File: src/hdl/spsc_map.svh
/*
  register offsets, field positions, reset values and timing counts of the
  supply protection and state control block.
  assumes a 50 MHz aclk and a 32-bit AXI4-Lite register bus.
*/
`ifndef SPSC_MAP_SVH
`define SPSC_MAP_SVH

// ----------------------------------------
// register byte offsets
// ----------------------------------------
`define SPSC_OFS_CMD    8'h00
`define SPSC_OFS_ARG    8'h04
`define SPSC_OFS_STAT   8'h08
`define SPSC_OFS_OVP    8'h0C
`define SPSC_OFS_FAULT  8'h10
`define SPSC_OFS_ERR    8'h14
`define SPSC_OFS_VOLTAGE_SETPOINT_CMD   8'h18
`define SPSC_OFS_CURRENT_SETPOINT_CMD   8'h1C

// ----------------------------------------
// fault register bit positions
// ----------------------------------------
`define SPSC_FB_CV      0
`define SPSC_FB_CC      1
`define SPSC_FB_OR      2
`define SPSC_FB_OV      3
`define SPSC_FB_FOLDBACK_SELECT_CMD    4
`define SPSC_FAULT_W    5

// ----------------------------------------
// error codes, reset values and range limits
// ----------------------------------------
`define SPSC_ERR_NONE   4'h0
`define SPSC_ERR_SYNTAX 4'h4
`define SPSC_ERR_RANGE  4'h5
`define SPSC_ERR_CEIL   4'h6
`define SPSC_ERR_FLOOR  4'h7
`define SPSC_CEIL_RST   16'hFFFF
`define SPSC_SLOT_MAX   16'h000F
`define SPSC_MASK_MAX   16'h001F

// ----------------------------------------
// mask delay timing
// ----------------------------------------
`define SPSC_CLK_PERIOD_NS 20
`define SPSC_DLY_STEP_NS   1000000
`define SPSC_DLY_DEF_MS    16'd500
`define SPSC_DLY_MAX_MS    16'd31999

`endif

File: src/hdl/spsc_pkg.sv
/*
  types of the supply protection and state control block.
  opcode and foldback encodings are set here, not taken from spsc_map.svh.
*/
package spsc_pkg;

  // ----------------------------------------
  // command opcodes, written to the command register
  // ----------------------------------------
  typedef enum logic [3:0] {
    CMD_NONE = 4'b0000,
    CMD_VOLTAGE_SETPOINT_CMD = 4'b0001,
    CMD_CURRENT_SETPOINT_CMD = 4'b0010,
    CMD_VOLTAGE_CEILING_CMD = 4'b0011,
    CMD_CURRENT_CEILING_CMD = 4'b0100,
    CMD_FOLDBACK_SELECT_CMD = 4'b0101,
    CMD_MASK = 4'b0110,
    CMD_HOLD = 4'b0111,
    CMD_TRG  = 4'b1000,
    CMD_STO  = 4'b1001,
    CMD_RCL  = 4'b1010,
    CMD_CLR  = 4'b1011,
    CMD_OUT  = 4'b1100,
    CMD_RST  = 4'b1101,
    CMD_DLY  = 4'b1110,
    CMD_OVP  = 4'b1111
  } spsc_cmd_e;

  typedef enum logic [1:0] {
    FOLDBACK_SELECT_CMD_OFF = 2'b00,
    FOLDBACK_SELECT_CMD_CC  = 2'b01,
    FOLDBACK_SELECT_CMD_CV  = 2'b10
  } spsc_foldback_select_cmd_e;

endpackage

File: src/hdl/spsc_mask_dly.sv
/*
  mask delay timer: busy for a number of millisecond steps after start.
  assumes start is a one-cycle pulse on aclk; a zero delay never goes busy.
*/
`timescale 1ns/1ns
module spsc_mask_dly #(
  parameter int unsigned MS_CYCLES = 50000
) (
  input  wire logic        aclk,
  input  wire logic        aresetn,
  input  wire logic        start,
  input  wire logic [15:0] dly_ms,
  output logic             busy
);
  localparam int unsigned PW = $clog2(MS_CYCLES);

  logic [PW-1:0] pre_q;
  logic [15:0]   ms_q;
  logic          busy_q;
  wire           step = busy_q && (pre_q == PW'(MS_CYCLES - 1));

  // ----------------------------------------
  // prescaler and millisecond count
  // ----------------------------------------
  // a restart reloads the full delay, so overlapping events extend the mask
  always_ff @(posedge aclk) begin
    if (!aresetn) begin
      pre_q  <= '0;
      ms_q   <= 16'h0000;
      busy_q <= 1'b0;
    end else if (start) begin
      pre_q  <= '0;
      ms_q   <= dly_ms;
      busy_q <= (dly_ms != 16'h0000);
    end else if (step) begin
      pre_q  <= '0;
      ms_q   <= ms_q - 16'h0001;
      busy_q <= (ms_q != 16'h0001);
    end else if (busy_q) begin
      pre_q <= pre_q + PW'(1);
    end
  end

  assign busy = busy_q;
endmodule

File: src/hdl/spsc_top.sv
/*
  supply protection and state control: command interpreter behind an
  AXI4-Lite slave, with protection latches, dual-rank settings and 16 slots.
  assumes cc_mode, cv_mode, overrange, ov_trip, meas_v, meas_i and
  group_exec_trigger come from logic on aclk; inhibit_input_pin is a pin.
*/
`timescale 1ns/1ns
`include "spsc_map.svh"

module spsc_top #(
  parameter int unsigned DW        = 16,
  parameter int unsigned AW        = 8,
  parameter int unsigned MS_CYCLES = `SPSC_DLY_STEP_NS / `SPSC_CLK_PERIOD_NS
) (
  input  wire logic          aclk,
  input  wire logic          aresetn,
  input  wire logic [AW-1:0] s_axi_awaddr,
  input  wire logic          s_axi_awvalid,
  output logic               s_axi_awready,
  input  wire logic [31:0]   s_axi_wdata,
  input  wire logic [3:0]    s_axi_wstrb,
  input  wire logic          s_axi_wvalid,
  output logic               s_axi_wready,
  output logic [1:0]         s_axi_bresp,
  output logic               s_axi_bvalid,
  input  wire logic          s_axi_bready,
  input  wire logic [AW-1:0] s_axi_araddr,
  input  wire logic          s_axi_arvalid,
  output logic               s_axi_arready,
  output logic [31:0]        s_axi_rdata,
  output logic [1:0]         s_axi_rresp,
  output logic               s_axi_rvalid,
  input  wire logic          s_axi_rready,
  input  wire logic          group_exec_trigger,
  input  wire logic          constant_current_mode,
  input  wire logic          constant_voltage_mode,
  input  wire logic          overrange,
  input  wire logic          ov_trip,
  input  wire logic [DW-1:0] meas_v,
  input  wire logic [DW-1:0] meas_i,
  input  wire logic          inhibit_input_pin,
  output logic               fault_indicator_pin,
  output logic               output_enable,
  output logic [DW-1:0]      voltage_setpoint_cmd_out,
  output logic [DW-1:0]      current_setpoint_cmd_out
);

  // ----------------------------------------
  // AXI4-Lite slave
  // ----------------------------------------
  logic          awready_q, wready_q, bvalid_q, aw_got_q, w_got_q;
  logic          arready_q, rvalid_q;
  logic [1:0]    bresp_q, rresp_q;
  logic [31:0]   rdata_q;
  logic [AW-1:0] awaddr_q;
  logic [31:0]   wdata_q;
  logic [3:0]    wstrb_q;

  wire aw_hs   = s_axi_awvalid && awready_q;
  wire w_hs    = s_axi_wvalid && wready_q;
  wire ar_hs   = s_axi_arvalid && arready_q;
  wire wr_fire = aw_got_q && w_got_q && !bvalid_q;
  wire wa_cmd  = (awaddr_q == `SPSC_OFS_CMD);
  wire wa_arg  = (awaddr_q == `SPSC_OFS_ARG);
  wire ra_ok   = (s_axi_araddr[1:0] == 2'b00) && (s_axi_araddr <= `SPSC_OFS_CURRENT_SETPOINT_CMD);

  always_ff @(posedge aclk) begin
    if (!aresetn) begin
      awready_q <= 1'b1;
      wready_q  <= 1'b1;
      aw_got_q  <= 1'b0;
      w_got_q   <= 1'b0;
      bvalid_q  <= 1'b0;
      bresp_q   <= 2'b00;
      awaddr_q  <= '0;
      wdata_q   <= 32'h0000_0000;
      wstrb_q   <= 4'h0;
    end else begin
      if (aw_hs) begin
        awready_q <= 1'b0;
        aw_got_q  <= 1'b1;
        awaddr_q  <= s_axi_awaddr;
      end
      if (w_hs) begin
        wready_q <= 1'b0;
        w_got_q  <= 1'b1;
        wdata_q  <= s_axi_wdata;
        wstrb_q  <= s_axi_wstrb;
      end
      if (wr_fire) begin
        aw_got_q <= 1'b0;
        w_got_q  <= 1'b0;
        bvalid_q <= 1'b1;
        bresp_q  <= (wa_cmd || wa_arg) ? 2'b00 : 2'b10;
      end else if (bvalid_q && s_axi_bready) begin
        bvalid_q  <= 1'b0;
        awready_q <= 1'b1;
        wready_q  <= 1'b1;
      end
    end
  end

  // ----------------------------------------
  // command and argument
  // ----------------------------------------
  logic [DW-1:0] arg_q;
  logic [3:0]    op_q;
  logic          go_q;

  always_ff @(posedge aclk) begin
    if (!aresetn) begin
      arg_q <= '0;
      op_q  <= 4'h0;
      go_q  <= 1'b0;
    end else begin
      go_q <= wr_fire && wa_cmd && wstrb_q[0];
      if (wr_fire && wa_cmd && wstrb_q[0]) op_q <= wdata_q[3:0];
      if (wr_fire && wa_arg && wstrb_q[0]) arg_q[7:0] <= wdata_q[7:0];
      if (wr_fire && wa_arg && wstrb_q[1]) arg_q[DW-1:8] <= wdata_q[DW-1:8];
    end
  end

  // ----------------------------------------
  // settings: first rank (_b) and active rank (_a)
  // ----------------------------------------
  logic [DW-1:0] voltage_setpoint_cmd_b_q, current_setpoint_cmd_b_q, voltage_setpoint_cmd_a_q, current_setpoint_cmd_a_q, voltage_ceiling_cmd_q, current_ceiling_cmd_q, ovp_q;
  logic [1:0]    foldback_select_cmd_b_q, foldback_select_cmd_a_q;
  logic [4:0]    mask_b_q, mask_a_q;
  logic [15:0]   dly_q;
  logic          hold_q, out_on_q, foldback_select_cmd_lat_q, ov_lat_q;
  logic [3:0]    err_q;
  logic [4:0]    fault_q;

  // snapshot slots: data only, kept across reset and initialise
  logic [DW-1:0] slot_v_q [16];
  logic [DW-1:0] slot_i_q [16];
  logic [1:0]    slot_f_q [16];
  logic [4:0]    slot_m_q [16];

  wire [3:0] sel    = arg_q[3:0];
  wire is_voltage_setpoint_cmd      = (op_q == spsc_pkg::CMD_VOLTAGE_SETPOINT_CMD);
  wire is_current_setpoint_cmd      = (op_q == spsc_pkg::CMD_CURRENT_SETPOINT_CMD);
  wire is_voltage_ceiling_cmd      = (op_q == spsc_pkg::CMD_VOLTAGE_CEILING_CMD);
  wire is_current_ceiling_cmd      = (op_q == spsc_pkg::CMD_CURRENT_CEILING_CMD);
  wire is_foldback_select_cmd      = (op_q == spsc_pkg::CMD_FOLDBACK_SELECT_CMD);
  wire is_mask      = (op_q == spsc_pkg::CMD_MASK);
  wire is_hold      = (op_q == spsc_pkg::CMD_HOLD);
  wire is_trg       = (op_q == spsc_pkg::CMD_TRG);
  wire is_sto       = (op_q == spsc_pkg::CMD_STO);
  wire is_rcl       = (op_q == spsc_pkg::CMD_RCL);
  wire is_clr       = (op_q == spsc_pkg::CMD_CLR);
  wire is_out       = (op_q == spsc_pkg::CMD_OUT);
  wire is_rst       = (op_q == spsc_pkg::CMD_RST);
  wire is_dly       = (op_q == spsc_pkg::CMD_DLY);
  wire is_ovp       = (op_q == spsc_pkg::CMD_OVP);

  // error screening before anything executes
  wire e_syn   = (op_q == spsc_pkg::CMD_NONE);
  wire e_rng   = (is_foldback_select_cmd && arg_q > DW'(2)) || ((is_sto || is_rcl) && arg_q > `SPSC_SLOT_MAX)
              || (is_mask && arg_q > `SPSC_MASK_MAX) || (is_dly && arg_q > `SPSC_DLY_MAX_MS)
              || ((is_hold || is_out) && arg_q > DW'(1));
  wire e_ceil  = (is_voltage_setpoint_cmd && arg_q > voltage_ceiling_cmd_q) || (is_current_setpoint_cmd && arg_q > current_ceiling_cmd_q);
  wire e_floor = (is_voltage_ceiling_cmd && meas_v > arg_q) || (is_current_ceiling_cmd && meas_i > arg_q);
  wire [3:0] ecode = e_syn   ? `SPSC_ERR_SYNTAX :
                     e_rng   ? `SPSC_ERR_RANGE  :
                     e_ceil  ? `SPSC_ERR_CEIL   :
                     e_floor ? `SPSC_ERR_FLOOR  : `SPSC_ERR_NONE;
  wire ok      = go_q && (ecode == `SPSC_ERR_NONE);
  wire trigger_cmd     = (ok && is_trg) || group_exec_trigger;
  wire recall_state_cmd     = ok && is_rcl;
  wire rst     = ok && is_rst;
  wire clr     = ok && is_clr;
  wire wr_live = ok && !hold_q;
  wire dly_go  = trigger_cmd || recall_state_cmd || rst || (ok && is_out && arg_q[0])
              || (wr_live && (is_voltage_setpoint_cmd || is_current_setpoint_cmd));
  wire [DW-1:0] rcl_v = slot_v_q[sel];

  always_ff @(posedge aclk) begin
    if (!aresetn || clr) begin
      voltage_setpoint_cmd_b_q <= '0;
      current_setpoint_cmd_b_q <= '0;
      voltage_setpoint_cmd_a_q <= '0;
      current_setpoint_cmd_a_q <= '0;
      voltage_ceiling_cmd_q   <= `SPSC_CEIL_RST;
      current_ceiling_cmd_q   <= `SPSC_CEIL_RST;
      foldback_select_cmd_b_q <= spsc_pkg::FOLDBACK_SELECT_CMD_OFF;
      foldback_select_cmd_a_q <= spsc_pkg::FOLDBACK_SELECT_CMD_OFF;
      mask_b_q <= 5'h00;
      mask_a_q <= 5'h00;
      dly_q    <= `SPSC_DLY_DEF_MS;
      hold_q   <= 1'b0;
      out_on_q <= 1'b1;
      ovp_q    <= `SPSC_CEIL_RST;
    end else if (trigger_cmd) begin
      voltage_setpoint_cmd_a_q <= voltage_setpoint_cmd_b_q;
      current_setpoint_cmd_a_q <= current_setpoint_cmd_b_q;
      foldback_select_cmd_a_q <= foldback_select_cmd_b_q;
      mask_a_q <= mask_b_q;
    end else if (recall_state_cmd) begin
      voltage_setpoint_cmd_b_q <= slot_v_q[sel];
      current_setpoint_cmd_b_q <= slot_i_q[sel];
      foldback_select_cmd_b_q <= slot_f_q[sel];
      mask_b_q <= slot_m_q[sel];
      voltage_setpoint_cmd_a_q <= slot_v_q[sel];
      current_setpoint_cmd_a_q <= slot_i_q[sel];
      foldback_select_cmd_a_q <= slot_f_q[sel];
      mask_a_q <= slot_m_q[sel];
    end else if (ok) begin
      if (is_voltage_setpoint_cmd) voltage_setpoint_cmd_b_q <= arg_q;
      if (is_current_setpoint_cmd) current_setpoint_cmd_b_q <= arg_q;
      if (is_foldback_select_cmd) foldback_select_cmd_b_q <= arg_q[1:0];
      if (is_mask) mask_b_q <= arg_q[4:0];
      if (wr_live && is_voltage_setpoint_cmd) voltage_setpoint_cmd_a_q <= arg_q;
      if (wr_live && is_current_setpoint_cmd) current_setpoint_cmd_a_q <= arg_q;
      if (wr_live && is_foldback_select_cmd) foldback_select_cmd_a_q <= arg_q[1:0];
      if (wr_live && is_mask) mask_a_q <= arg_q[4:0];
      if (is_voltage_ceiling_cmd) voltage_ceiling_cmd_q <= arg_q;
      if (is_current_ceiling_cmd) current_ceiling_cmd_q <= arg_q;
      if (is_hold) hold_q <= arg_q[0];
      if (is_out)  out_on_q <= arg_q[0];
      if (is_dly)  dly_q <= arg_q;
      if (is_ovp)  ovp_q <= arg_q;
    end
  end

  // output on/off stays outside the snapshot
  always_ff @(posedge aclk) begin
    if (ok && is_sto) begin
      slot_v_q[sel] <= voltage_setpoint_cmd_a_q;
      slot_i_q[sel] <= current_setpoint_cmd_a_q;
      slot_f_q[sel] <= foldback_select_cmd_a_q;
      slot_m_q[sel] <= mask_a_q;
    end
  end

  // ----------------------------------------
  // mask delay and protection
  // ----------------------------------------
  logic masking;

  spsc_mask_dly #(
    .MS_CYCLES (MS_CYCLES)
  ) u_dly (
    .aclk    (aclk),
    .aresetn (aresetn),
    .start   (dly_go),
    .dly_ms  (dly_q),
    .busy    (masking)
  );

  wire cc_eff   = constant_current_mode && !masking;
  wire cv_eff   = constant_voltage_mode && !masking;
  wire or_eff   = overrange && !masking;
  wire foldback_select_cmd_set = (foldback_select_cmd_a_q == spsc_pkg::FOLDBACK_SELECT_CMD_CC && cc_eff)
               || (foldback_select_cmd_a_q == spsc_pkg::FOLDBACK_SELECT_CMD_CV && cv_eff);
  wire [4:0] cond = {foldback_select_cmd_lat_q, ov_lat_q, or_eff, cc_eff, cv_eff};

  // inhibit pin: three stages, a change counts once stages two and three agree
  logic inh_s1_q, inh_s2_q, inh_s3_q, inh_q;
  always_ff @(posedge aclk) begin
    if (!aresetn) begin
      inh_s1_q <= 1'b0;
      inh_s2_q <= 1'b0;
      inh_s3_q <= 1'b0;
      inh_q    <= 1'b0;
    end else begin
      inh_s1_q <= inhibit_input_pin;
      inh_s2_q <= inh_s1_q;
      inh_s3_q <= inh_s2_q;
      if (inh_s2_q == inh_s3_q) inh_q <= inh_s3_q;
    end
  end

  wire rd_fault = ar_hs && (s_axi_araddr == `SPSC_OFS_FAULT);
  wire rd_err   = ar_hs && (s_axi_araddr == `SPSC_OFS_ERR);

  // latches set over clear: a trip present during reset stays tripped
  always_ff @(posedge aclk) begin
    if (!aresetn) begin
      foldback_select_cmd_lat_q          <= 1'b0;
      ov_lat_q            <= 1'b0;
      err_q               <= `SPSC_ERR_NONE;
      output_enable       <= 1'b0;
      fault_indicator_pin <= 1'b0;
    end else begin
      foldback_select_cmd_lat_q <= foldback_select_cmd_set || (foldback_select_cmd_lat_q && !rst);
      ov_lat_q   <= ov_trip || (ov_lat_q && !rst);
      if (go_q && ecode != `SPSC_ERR_NONE) err_q <= ecode;
      else if (rd_err) err_q <= `SPSC_ERR_NONE;
      output_enable <= out_on_q && !inh_q && !foldback_select_cmd_lat_q && !ov_lat_q;
      fault_indicator_pin <= |(fault_q & mask_a_q);
    end
  end

  // sticky fault bits, cleared by reading the fault register
  for (genvar b = 0; b < `SPSC_FAULT_W; b++) begin : g_fault
    always_ff @(posedge aclk) begin
      if (!aresetn) fault_q[b] <= 1'b0;
      else fault_q[b] <= cond[b] || (fault_q[b] && !rd_fault);
    end
  end

  // ----------------------------------------
  // read path
  // ----------------------------------------
  wire [31:0] stat_w = {24'h0000_00, foldback_select_cmd_a_q, masking, inh_q, ov_lat_q, foldback_select_cmd_lat_q,
                        hold_q, output_enable};
  wire [31:0] rd_mux =
    (s_axi_araddr == `SPSC_OFS_ARG)   ? {{(32-DW){1'b0}}, arg_q}    :
    (s_axi_araddr == `SPSC_OFS_STAT)  ? stat_w                      :
    (s_axi_araddr == `SPSC_OFS_OVP)   ? {{(32-DW){1'b0}}, ovp_q}    :
    (s_axi_araddr == `SPSC_OFS_FAULT) ? {27'h000_0000, fault_q}     :
    (s_axi_araddr == `SPSC_OFS_ERR)   ? {28'h000_0000, err_q}       :
    (s_axi_araddr == `SPSC_OFS_VOLTAGE_SETPOINT_CMD)  ? {{(32-DW){1'b0}}, voltage_setpoint_cmd_a_q} :
    (s_axi_araddr == `SPSC_OFS_CURRENT_SETPOINT_CMD)  ? {{(32-DW){1'b0}}, current_setpoint_cmd_a_q} : 32'h0000_0000;

  always_ff @(posedge aclk) begin
    if (!aresetn) begin
      arready_q <= 1'b1;
      rvalid_q  <= 1'b0;
      rdata_q   <= 32'h0000_0000;
      rresp_q   <= 2'b00;
    end else if (ar_hs) begin
      arready_q <= 1'b0;
      rvalid_q  <= 1'b1;
      rdata_q   <= rd_mux;
      rresp_q   <= ra_ok ? 2'b00 : 2'b10;
    end else if (rvalid_q && s_axi_rready) begin
      arready_q <= 1'b1;
      rvalid_q  <= 1'b0;
    end
  end

  assign s_axi_awready = awready_q;
  assign s_axi_wready  = wready_q;
  assign s_axi_bvalid  = bvalid_q;
  assign s_axi_bresp   = bresp_q;
  assign s_axi_arready = arready_q;
  assign s_axi_rvalid  = rvalid_q;
  assign s_axi_rdata   = rdata_q;
  assign s_axi_rresp   = rresp_q;
  assign voltage_setpoint_cmd_out      = voltage_setpoint_cmd_a_q;
  assign current_setpoint_cmd_out      = current_setpoint_cmd_a_q;
endmodule

File: config.mk
export PLATFORM = sky130hd
export DESIGN_NAME = spsc_top
export DESIGN_NICKNAME = d
export VERILOG_FILES = /design/src/hdl/spsc_pkg.sv /design/src/hdl/spsc_mask_dly.sv /design/src/hdl/spsc_top.sv
export VERILOG_INCLUDE_DIRS = /design/src /design/src/hdl
export SDC_FILE = /design/constraint.sdc
export NUM_CORES = 1
export LEC_CHECK = 0
export BUFFER_PORTS_ARGS = -buffer_cell sky130_fd_sc_hd__buf_2
export CAP_MARGIN = 25
export CORE_UTILIZATION = 53
export DETAILED_ROUTE_END_ITERATION = 10
export PLACE_DENSITY = 0.67
export SLEW_MARGIN = 40
export SYNTH_ARGS = -nofsm -noshare
export SYNTH_HDL_FRONTEND = slang
export SYNTH_SLANG_ARGS = --single-unit
File: constraint.sdc
create_clock -name aclk -period 6.5 [get_ports aclk]
set_clock_uncertainty 0.15 [all_clocks]
set_input_delay 0.325 -clock aclk [delete_from_list [all_inputs] [get_ports aclk]]
set_output_delay 0.325 -clock aclk [all_outputs]
set_load 0.01 [all_outputs]
# After elaboration in Yosys (flattened, before gate mapping)
# Memories as Yosys holds them, arrays and structs flattened. A register that Yosys moved wholly into a read port is not among the register bits.
# Cells that the tools add are included.
[totals]
wordCells = 290
output_inout_bits = 75
mem_count = 4
ff_bits = 284
in_bits = 97
mem_bits_rw = 624
[op_classes]
n_reduce_logical = 125
eq_ne = 28
bitwise_logic = 4
n_lt_le_gt_ge = 10
n_mux = 69
n_addsub = 2
[memory_table]
columns = ["memory", "depth", "width", "read_ports", "rd_ports_with_merged_regs", "wr", "line_no", "text"]
rows = [
  ["slot_i_q", 16, 16, 1, 1, 1, "spsc_top.sv:136", "logic [DW-1:0] slot_i_q [16];"],
  ["slot_v_q", 16, 16, 1, 1, 1, "spsc_top.sv:135", "logic [DW-1:0] slot_v_q [16];"],
  ["slot_m_q", 16, 5, 1, 1, 1, "spsc_top.sv:138", "logic [4:0] slot_m_q [16];"],
  ["slot_f_q", 16, 2, 1, 1, 1, "spsc_top.sv:137", "logic [1:0] slot_f_q [16];"],
]
[ops]
columns = ["operator", "count"]
rows = [
  ["16-bit two-way mux", 23],
  ["16-bit > comparator", 4],
  ["1-bit logical AND", 55],
  ["4-bit two-way mux", 10],
  ["5-bit two-way mux", 7],
  ["4-bit == test, second input constant", 8],
  ["8-bit by 5-bit == test with 1-bit output, second input constant", 4],
  ["1-bit logical OR", 24],
  ["4-bit AND reduction", 6],
  ["2-bit two-way mux", 9],
  ["2-bit nonzero test", 9],
  ["16-bit by 1-bit adder with 16-bit output, second input constant", 1],
  ["16-bit == test, second input constant", 1],
  ["4-bit by 3-bit == test with 1-bit output, second input constant", 4],
  ["8-bit by 3-bit == test with 1-bit output, second input constant", 2],
  ["8-bit by 4-bit == test with 1-bit output, second input constant", 2],
  ["16-bit by 1-bit > comparator with 1-bit output, second input constant", 1],
  ["16-bit by 15-bit > comparator with 1-bit output, second input constant", 1],
  ["16-bit by 2-bit > comparator with 1-bit output, second input constant", 1],
  ["16-bit by 4-bit > comparator with 1-bit output, second input constant", 1],
  ["16-bit by 5-bit > comparator with 1-bit output, second input constant", 1],
  ["1-bit two-way mux", 16],
  ["16-bit by 1-bit != test with 1-bit output, second input constant", 1],
  ["16-bit nonzero test", 1],
  ["other kinds (21)", 46],
]

# Depth between registers and ports, before layout
# Gate-level depths: netlist (run 1).
[depth]
ltp_word = 18
depth_mapped = 12
depth_no_buf = 9

# Modules after synthesis
# A second synthesis (run 1) with hierarchy kept.
[hier_totals]
hier_cells = 2685
hier_area_um2 = 37878.8
[modules_own_cells]
columns = ["mod", "n_inst", "cells_per_inst", "seq_area_each_um2", "area_per_inst_um2"]
rows = [
  ["spsc_top", 1, 2448, 23462.5, 35924.5],
  ["spsc_mask_dly", 1, 237, 660.6, 1954.4],
]

# Worst setup path before layout (run 1)
# OpenSTA, ideal clock, no wires.
[synth_path]
path_kind = "register -> register"
startpoint = "register arg_q[13]"
endpoint = "memory slot_f_q[2][0] (enable)"
path_buffers = 2
setup_slack_ns = 0.659
required_ns = 5.866
path_stages_with_launch = 10
setup_time_ns = 0.484
arrival_time_ns = 5.207
synth_period_minus_slack_ns = 5.841
cell_sequence = "dfxtp_1 > buf_2 > or4_1 > or3_4 > a221oi_4 > nand4_4 > clkbuf_1 > nor4_1 > nand2_1 > nor3_1"
[synth_via]
elab_chain_cells = 13
word_cells_on_any_way = 33
cone_classes = "order compare: 9; mux: 6; reduce/logical: 18"
[synth_lines]
columns = ["element", "line_no", "text"]
rows = [
  ["start, declared", "spsc_top.sv:106", "logic [DW-1:0] arg_q;"],
  ["start signal, assigned by index", "spsc_top.sv:119", "if (wr_fire && wa_arg && wstrb_q[1]) arg_q[DW-1:8] <= wdata_q[DW-1:8];"],
  ["16-bit by 2-bit > comparator with 1-bit output / 16-bit by 4-bit > comparator with 1-bit output (equally long branches)", "n/a", ""],
  ["1-bit logical AND, on equally long branches", "n/a", ""],
  ["1-bit logical OR (4 in series)", "spsc_top.sv:159", "wire e_rng = (is_foldback_select_cmd && arg_q > DW'(2)) || ((is_sto || is_rcl) && arg_q > `SPSC_SLOT_MAX)"],
  ["3-bit two-way mux (no source line) * (2 in series)", "n/a", ""],
  ["4-bit logical NOT (no source line) *", "n/a", ""],
  ["1-bit logical AND *", "spsc_top.sv:168", "wire ok = go_q && (ecode == `SPSC_ERR_NONE);"],
  ["1-bit logical AND *", "spsc_top.sv:228", "if (ok && is_sto) begin"],
  ["1-bit two-way mux *", "spsc_top.sv:228", ""],
  ["1-bit two-way mux (implied by the code) *", "spsc_top.sv:231", "slot_f_q[sel] <= foldback_select_cmd_a_q;"],
  ["end, declared", "spsc_top.sv:137", ""],
]
# Every way passes the cells marked *; elsewhere a longest branch is shown, timed or not.

# Worst setup path in the final report (run 1)
[layout_path]
startpoint = "register arg_q[13]"
endpoint = "memory slot_v_q[6][7] (enable)"
[layout_via]
elab_chain_cells = 13
word_cells_on_any_way = 33
cone_classes = "order compare: 9; mux: 6; reduce/logical: 18"
[layout_lines]
columns = ["element", "line_no", "text"]
rows = [
  ["16-bit by 2-bit > comparator with 1-bit output / 16-bit by 4-bit > comparator with 1-bit output (equally long branches)", "n/a", ""],
  ["1-bit logical AND, on equally long branches", "n/a", ""],
  ["1-bit logical OR (4 in series)", "spsc_top.sv:159", ""],
  ["3-bit two-way mux (no source line) * (2 in series)", "n/a", ""],
  ["4-bit logical NOT (no source line) *", "n/a", ""],
  ["1-bit logical AND *", "spsc_top.sv:168", ""],
  ["1-bit logical AND *", "spsc_top.sv:228", ""],
  ["1-bit two-way mux *", "spsc_top.sv:228", ""],
  ["1-bit two-way mux (implied by the code) *", "spsc_top.sv:229", "slot_v_q[sel] <= voltage_setpoint_cmd_a_q;"],
  ["end, declared", "spsc_top.sv:135", ""],
]
# Marked as above.

==> impl_metrics.py, run 1 <==
metrics = {
    "grt": {
        "grt.busiest_layer": "met2",
        "grt_max_degree": 80,
        "grt_util_met3_pct": 3.87,
        "grt_pass1_vias": 23100,
        "grt_usage_pct": 27.5,
        "global_route.usage.met1_pct": 37.8,
        "antenna_found_initial": 4,
        "grtUsageMet2_pct": 45.3,
        "grt-ovfl-total": 0,
        "grt_pass1_wl_microns": 144000,
    },
    "setup_path": {
        "cp_max_fo": 24,
        "worst_ep_required_time_ns": 6.63,
        "cp_data_arrival_time_ns": 5.01,
        "start_kind": "register",
        "critPathKind": "register to register",
        "critPathCaptureType": "register",
    },
    "cells_and_area": {
        "syn_to_final_growth_pct": 14.5,
        "final_layout_size_suffix_gt1_share_pct": 21.2,
        "antenna_cells": 0,
        "finalCoreUtilization_pct": 61.6,
        "finalNetCount": 2888,
    },
    "sta": {
        "setup_tns_ns": 0,
        "fin_crit_ns": 4.87,
        "fmax_mhz": 205,
        "slew_headroom_pct": 40.5,
        "setup_viol": 0,
        "hold_viol": 0,
        "finalCritPeriodShare_pct": 75.0,
        "worst_pin_slew_ns": 0.892,
        "maxSlewViolCount": 0,
        "rsz0062_at_grt": "no",
    },
    "synth": {
        "synth_most_common_cell": "edfxtp_1",
        "ys_ff_latch": 893,
        "ys_warn_count": 0,
        "synth_area_sq_mm": 0.0370,
        "synthFlopType": "edfxtp_1",
        "syn_area_per_cell_sq_um": 14.6,
        "synth_largest_type_area_fraction_pct": 50.7,
        "synth_area_leaders": "edfxtp_1, dfxtp_1, mux4_2",
        "synth_edf_count": 624,
        "syn_inst": 2539,
        "yosys-top-cells-count": "edfxtp_1, dfxtp_1, nand2_1",
        "synth-async-reset-ratio_pct": 0,
        "synth_cell_type_count": 71,
        "synth_seq_area_share_pct": 65.2,
        "yosys.area.top_type": "edfxtp_1",
    },
    "power_and_ir_drop": {
        "p_leak_nw": 15.5,
        "power_density_mw_per_mm2": 270,
        "ir_worst_vdd_mv": 0.212,
    },
    "route": {
        "drtIter0Drc": 2239,
        "viasPerCell": 6.16,
        "postRouteAntennaNets": 0,
        "vias": 23000,
        "wl_per_cell_microns": 25.9,
        "drcViolationCount": 0,
        "wl_microns": 96700,
        "first_pass_iters": 6,
    },
    "status": {
        "outcome": "finished clean",
    },
    "die": {
        "fp.dieH_microns": 266,
        "core_sq_mm": 0.0688,
        "fp.dieArea_sq_mm": 0.0709,
        "rows": 96,
        "ios": 172,
        "start_util_pct": 53.7,
        "die_x_microns": 266,
    },
    "place": {
        "place_congestion": 0.888,
        "port_buffers": 135,
        "hpwl_microns": 58900,
    },
    "clock_tree": {
        "cts_buffer_depth": 3,
        "clk_latency_ns": 0.64,
        "cts_num_sinks": 893,
        "clk_transition_reported_paths_ns": 0.07,
        "cts_tree": "built",
        "root_buffer": "clkbuf_16",
        "cts_max_level": 3,
        "cts_inserted_buffers": 90,
    },
    "hold_path": {
        "hp-class": "input port to register",
    },
    "flow_run": {
        "maxCapViolations": 0,
    },
}
## critical path, stage by stage (launching register included)
cell and delay (ns):
dfxtp_1 0.60, or4_1 0.66, or3_4 0.44, a221oi_4 0.42, nand4_4 0.32, nor4_1 0.35, nand2_1 0.29, nor2_4 0.75
buf_4 0.51
## per-stage QoR
stage	setup WS, ns	std cells	hold WS, ns	power, mW	cell area, sq um
floorplan	0.659	2556	0.262	6.37	37100
global placement	1.68	3510	0.277	6.46	38800
detailed placement	1.73	3516	0.278	6.47	39000
CTS	1.69	3730	0.0412	11.5	42300
global route	1.45	3731	0.132	11.8	42400
finish	1.63	3731	0.0822	11.5	42400
## state kept, by name (all words and copies together), names as in the netlist, 32 cells and up, named ones only
register,count
slot_m_q,80
slot_i_q,256
slot_f_q,32
slot_v_q,256
## report_power, final
| group | switching, mW | internal [mW] |
|---|---|---|
| clock | 2.15 | 2.92 |
| combinational | 0.161 | 0.107 |
| sequential | 0.0497 | 6.06 |
## worst paths after layout
kind | from | endpoint | slack, ns | depth (start not counted)
setup reg to reg | arg_q[13] | slot_v_q[6][7] | 1.63 | 8
hold reg to reg | inh_s1_q | inh_s2_q | 0.29 | 1
setup / recovery | arg_q[13] | slot_v_q[6][7] | 1.63 | 8
hold / removal | s_axi_araddr[5] | s_axi_rresp[1] | 0.08 | 4
## repair_timing
item,in CTS,in global routing
hold buffers,46,0
buffers inserted,0,0
gates resized for setup,0,0
hold endpoints to repair,39,0
## cell families after synthesis
family                   Yosys count  synth area share, %
flip-flops                       893                 65.2
adder cells (fa/ha/maj)           67                 2.27
multiplexers                     310                 14.5
AND/OR/NAND/NOR                  614                 7.84
XOR/XNOR                          31                0.734
other                              1               0.0101
AO/OA/AOI/OAI                    390                 6.78
buffers and inverters            233                 2.65
## placed cells by master (no fill, tap or decap), types with 76 or more instances in the layout
cell / n
edfxtp_1: 624
dfxtp_1: 260
nand2_1: 218
mux4_2: 178
a21oi_1: 166
buf_2: 135
nor2_1: 132
mux2i_1: 102
clkbuf_16: 93
nor3_1: 76
## per-layer routing
| metal | wire length (microns) | vias to the layer above | part of all wire [%] |
|---|---|---|---|
| li1 | - | 10100 | - |
| met3 | 7260 | 156 | 7.5 |
| met2 | 46800 | 1011 | 48 |
| met4 | 2700 | 2 | 2.8 |
| met5 | 13 | - | 0.013 |
| met1 | 39900 | 11700 | 41 |
## final cells by class
class                   count  area (sq um)
clock buffers             119          2460
clock inverters            49           430
fillers                  5057         26500
inverters                  62           233
multi-input cells        1430         12100
flip-flops and latches    893         24100
well taps                 931          1160
repair buffers            247          1800
(Power assumes the default switching activity.)
==> run 2: changes to the inputs <==
ABC_AREA = 1   (was not set)
PLACE_DENSITY = 0.7   (was 0.67)
clock period = 4.3 ns   (was 6.5 ns; I/O delays follow)
==> impl_metrics.py, run 2 <==
metrics = {
    "grt": {
        "antenna_found_initial": 2,
        "grt_pass1_wl_microns": 157000,
        "grt-ovfl-total": 0,
        "grt_usage_pct": 28.9,
        "grt_pass1_vias": 26500,
        "grt_max_degree": 129,
    },
    "sta": {
        "hold_ws_ns": 0.0519,
        "worst_pin_slew_ns": 0.875,
        "maxSlewViolCount": 0,
        "hold_viol": 0,
        "setup_viol": 0,
        "rsz0062_at_grt": "no",
        "fin_crit_ns": 3.93,
        "finalCritPeriodShare_pct": 91.4,
        "fmax_mhz": 254,
        "slew_headroom_pct": 41.6,
    },
    "die": {
        "fp.dieH_microns": 269,
        "fp.dieArea_sq_mm": 0.0723,
        "die_x_microns": 269,
        "ios": 172,
        "start_util_pct": 53.7,
        "core_sq_mm": 0.0703,
        "rows": 97,
    },
    "clock_tree": {
        "root_buffer": "clkbuf_16",
        "cts_buffer_depth": 3,
        "cts_tree": "built",
        "cts_inserted_buffers": 89,
        "clk_transition_reported_paths_ns": 0.06,
        "cts_max_level": 3,
        "cts_num_sinks": 893,
        "clk_latency_ns": 0.66,
    },
    "route": {
        "drcViolationCount": 0,
        "wl_per_cell_microns": 21.3,
        "viasPerCell": 5.86,
        "postRouteAntennaNets": 0,
        "drtIter0Drc": 3441,
        "wl_microns": 104000,
        "first_pass_iters": 5,
        "vias": 28500,
    },
    "cells_and_area": {
        "ff_latch_area_sq_mm": 0.0241,
        "finalCoreUtilization_pct": 61.3,
        "antenna_cells": 0,
        "syn_to_final_growth_pct": 14.0,
        "nFillCells": 5568,
        "finalNetCount": 4026,
        "layout_common_cells": "nor2_1, edfxtp_1, o21ai_0",
        "fin_area_sq_mm": 0.0431,
        "final_layout_size_suffix_gt1_share_pct": 11.1,
        "multi_input_area_sq_mm": 0.0121,
        "largestRegisters": "slot_i_q x256, slot_v_q x256, slot_m_q x80",
        "final_common_cell": "nor2_1",
    },
    "synth": {
        "synth-async-reset-ratio_pct": 0,
        "synth_largest_type_area_fraction_pct": 49.6,
        "synth_edf_count": 624,
        "ys_warn_count": 0,
        "yosys.area.top_type": "edfxtp_1",
        "syn_inst": 3722,
        "synth_seq_area_share_pct": 63.9,
        "synth_most_common_cell": "nor2_1",
        "synth_area_leaders": "edfxtp_1, dfxtp_1, o21ai_0",
        "synth_cell_type_count": 55,
        "yosys-top-cells-count": "nor2_1, edfxtp_1, o21ai_0",
        "syn_area_per_cell_sq_um": 10.1,
        "synthFlopType": "edfxtp_1",
        "synth_area_sq_mm": 0.0378,
        "ys_ff_latch": 893,
    },
    "setup_path": {
        "reg2reg_slack_ns": 0.37,
        "crit_path_start": "arg_q[13]",
        "cp_max_fo": 20,
        "critPathCaptureType": "register",
        "slowest_stage": "nand3_1",
        "crit_end": "slot_i_q[7][2]",
        "crit_top_cell": "nand2_1",
        "critPathMaxStageDelay_ns": 0.42,
        "r2r_end": "slot_i_q[7][2]",
        "r2r-start": "arg_q[13]",
        "reg2reg_depth": 15,
        "cp_data_arrival_time_ns": 4.07,
        "critPathKind": "register to register",
        "start_kind": "register",
        "worst_ep_required_time_ns": 4.44,
        "crit_chain": "inv_1 > ha_1 > nand2_1 > nor2_1 > nand2_1 > nor3_1 > a21oi_1 > nand2_1 > nand2_1 > nor2_2 > nand2_4 > nor3_2 > nand3_1 > nor2_4 > buf_4",
    },
    "place": {
        "place_congestion": 0.910,
        "hpwl_microns": 61900,
        "postPlaceCellArea_sq_mm": 0.0397,
        "port_buffers": 135,
    },
    "hold_path": {
        "hp-class": "input port to register",
    },
    "flow_run": {
        "maxCapViolations": 0,
    },
    "power_and_ir_drop": {
        "ir_worst_vdd_mv": 0.306,
        "power_density_mw_per_mm2": 409,
        "p_leak_nw": 16.4,
    },
    "status": {
        "outcome": "finished clean",
    },
}
-- run 2: cell types whose count changed in the layout (fill, tap and decap cells not counted), sizes merged, moves of 102 or more --
cell / previous run / this run
inv: 66 / 188
mux2i: 102 / 0
mux4: 178 / 0
nand2: 218 / 497
nor2: 149 / 665
o21ai: 42 / 551
o22ai: 3 / 186
-- run 2: report_power, final --
part / internal [mW] / leakage, nW / switching [mW]
Sequential: 9.24 / 7.93 / 0.149
Combinational: 0.174 / 7.08 / 0.290
Clock: 4.46 / 1.43 / 3.28
Total: 13.9 / 16.4 / 3.72
-- run 2: final cells by class --
class                   instances  area share (%)
flip-flops and latches        893            56.1
multi-input cells            2421            28.0
clock inverters                38            1.03
inverters                     186            1.64
clock buffers                 121            5.72
well taps                     940            2.73
repair buffers                271            4.77
-- run 2: worst min-delay path by stage --
stage	to	slack, ns	cells past startpoint	startpoint
2_1_floorplan	inh_s1_q	0.16	2	inhibit_input_pin
3_3_place_gp	inh_s2_q	0.24	2	inh_s1_q
3_5_place_dp	inh_s2_q	0.25	2	inh_s1_q
4_1_cts	err_q[2]	0.02	5	s_axi_araddr[3]
5_1_grt	err_q[1]	0.1	5	s_axi_araddr[3]
6_report	err_q[1]	0.05	5	s_axi_araddr[3]
-- run 2: cell families after synthesis --
group,share of synthesized area [%]
AO/OA/AOI/OAI,14.2
flip-flops,63.9
AND/OR/NAND/NOR,14.5
buffers and inverters,4.75
adder cells (fa/ha/maj),2.22
other,0.00993
XOR/XNOR,0.394
-- run 2: repair_timing --
action,CTS,global route
endpoints found under the hold margin,45,0
setup endpoints to repair,0,64
hold buffers,43,0
setup buffers,0,0
resized for setup,0,2
-- run 2: critical path: cells and delay by family, from the launching register on --
family / cells / cell delay, ns
AO/OA/AOI/OAI: 1 / 0.10
adder cells (fa/ha/maj): 1 / 0.39
buffers and inverters: 2 / 0.62
flip-flops: 1 / 0.33
AND/OR/NAND/NOR: 11 / 1.95
-- run 2: through the flow --
stage	cells	power [mW]	setup slack, ns	setup TNS (ns)
finish	4870	17.6	0.368	0
global route	4870	18.1	0.140	0
CTS	4870	17.6	0.218	0
detailed placement	4668	10.0	0.255	0
global placement	4668	9.99	0.358	0
floorplan	3739	9.80	-0.294	-114.05
-- run 2: layer usage --
layer | vias up | track usage (%) | part of all wire (%)
met5 | - | 0 | 0.0096
met4 | 2 | 11.3 | 3.7
met3 | 224 | 5.24 | 9.6
met2 | 1326 | 45.7 | 46
met1 | 13700 | 39.7 | 41
li1 | 13300 | - | -
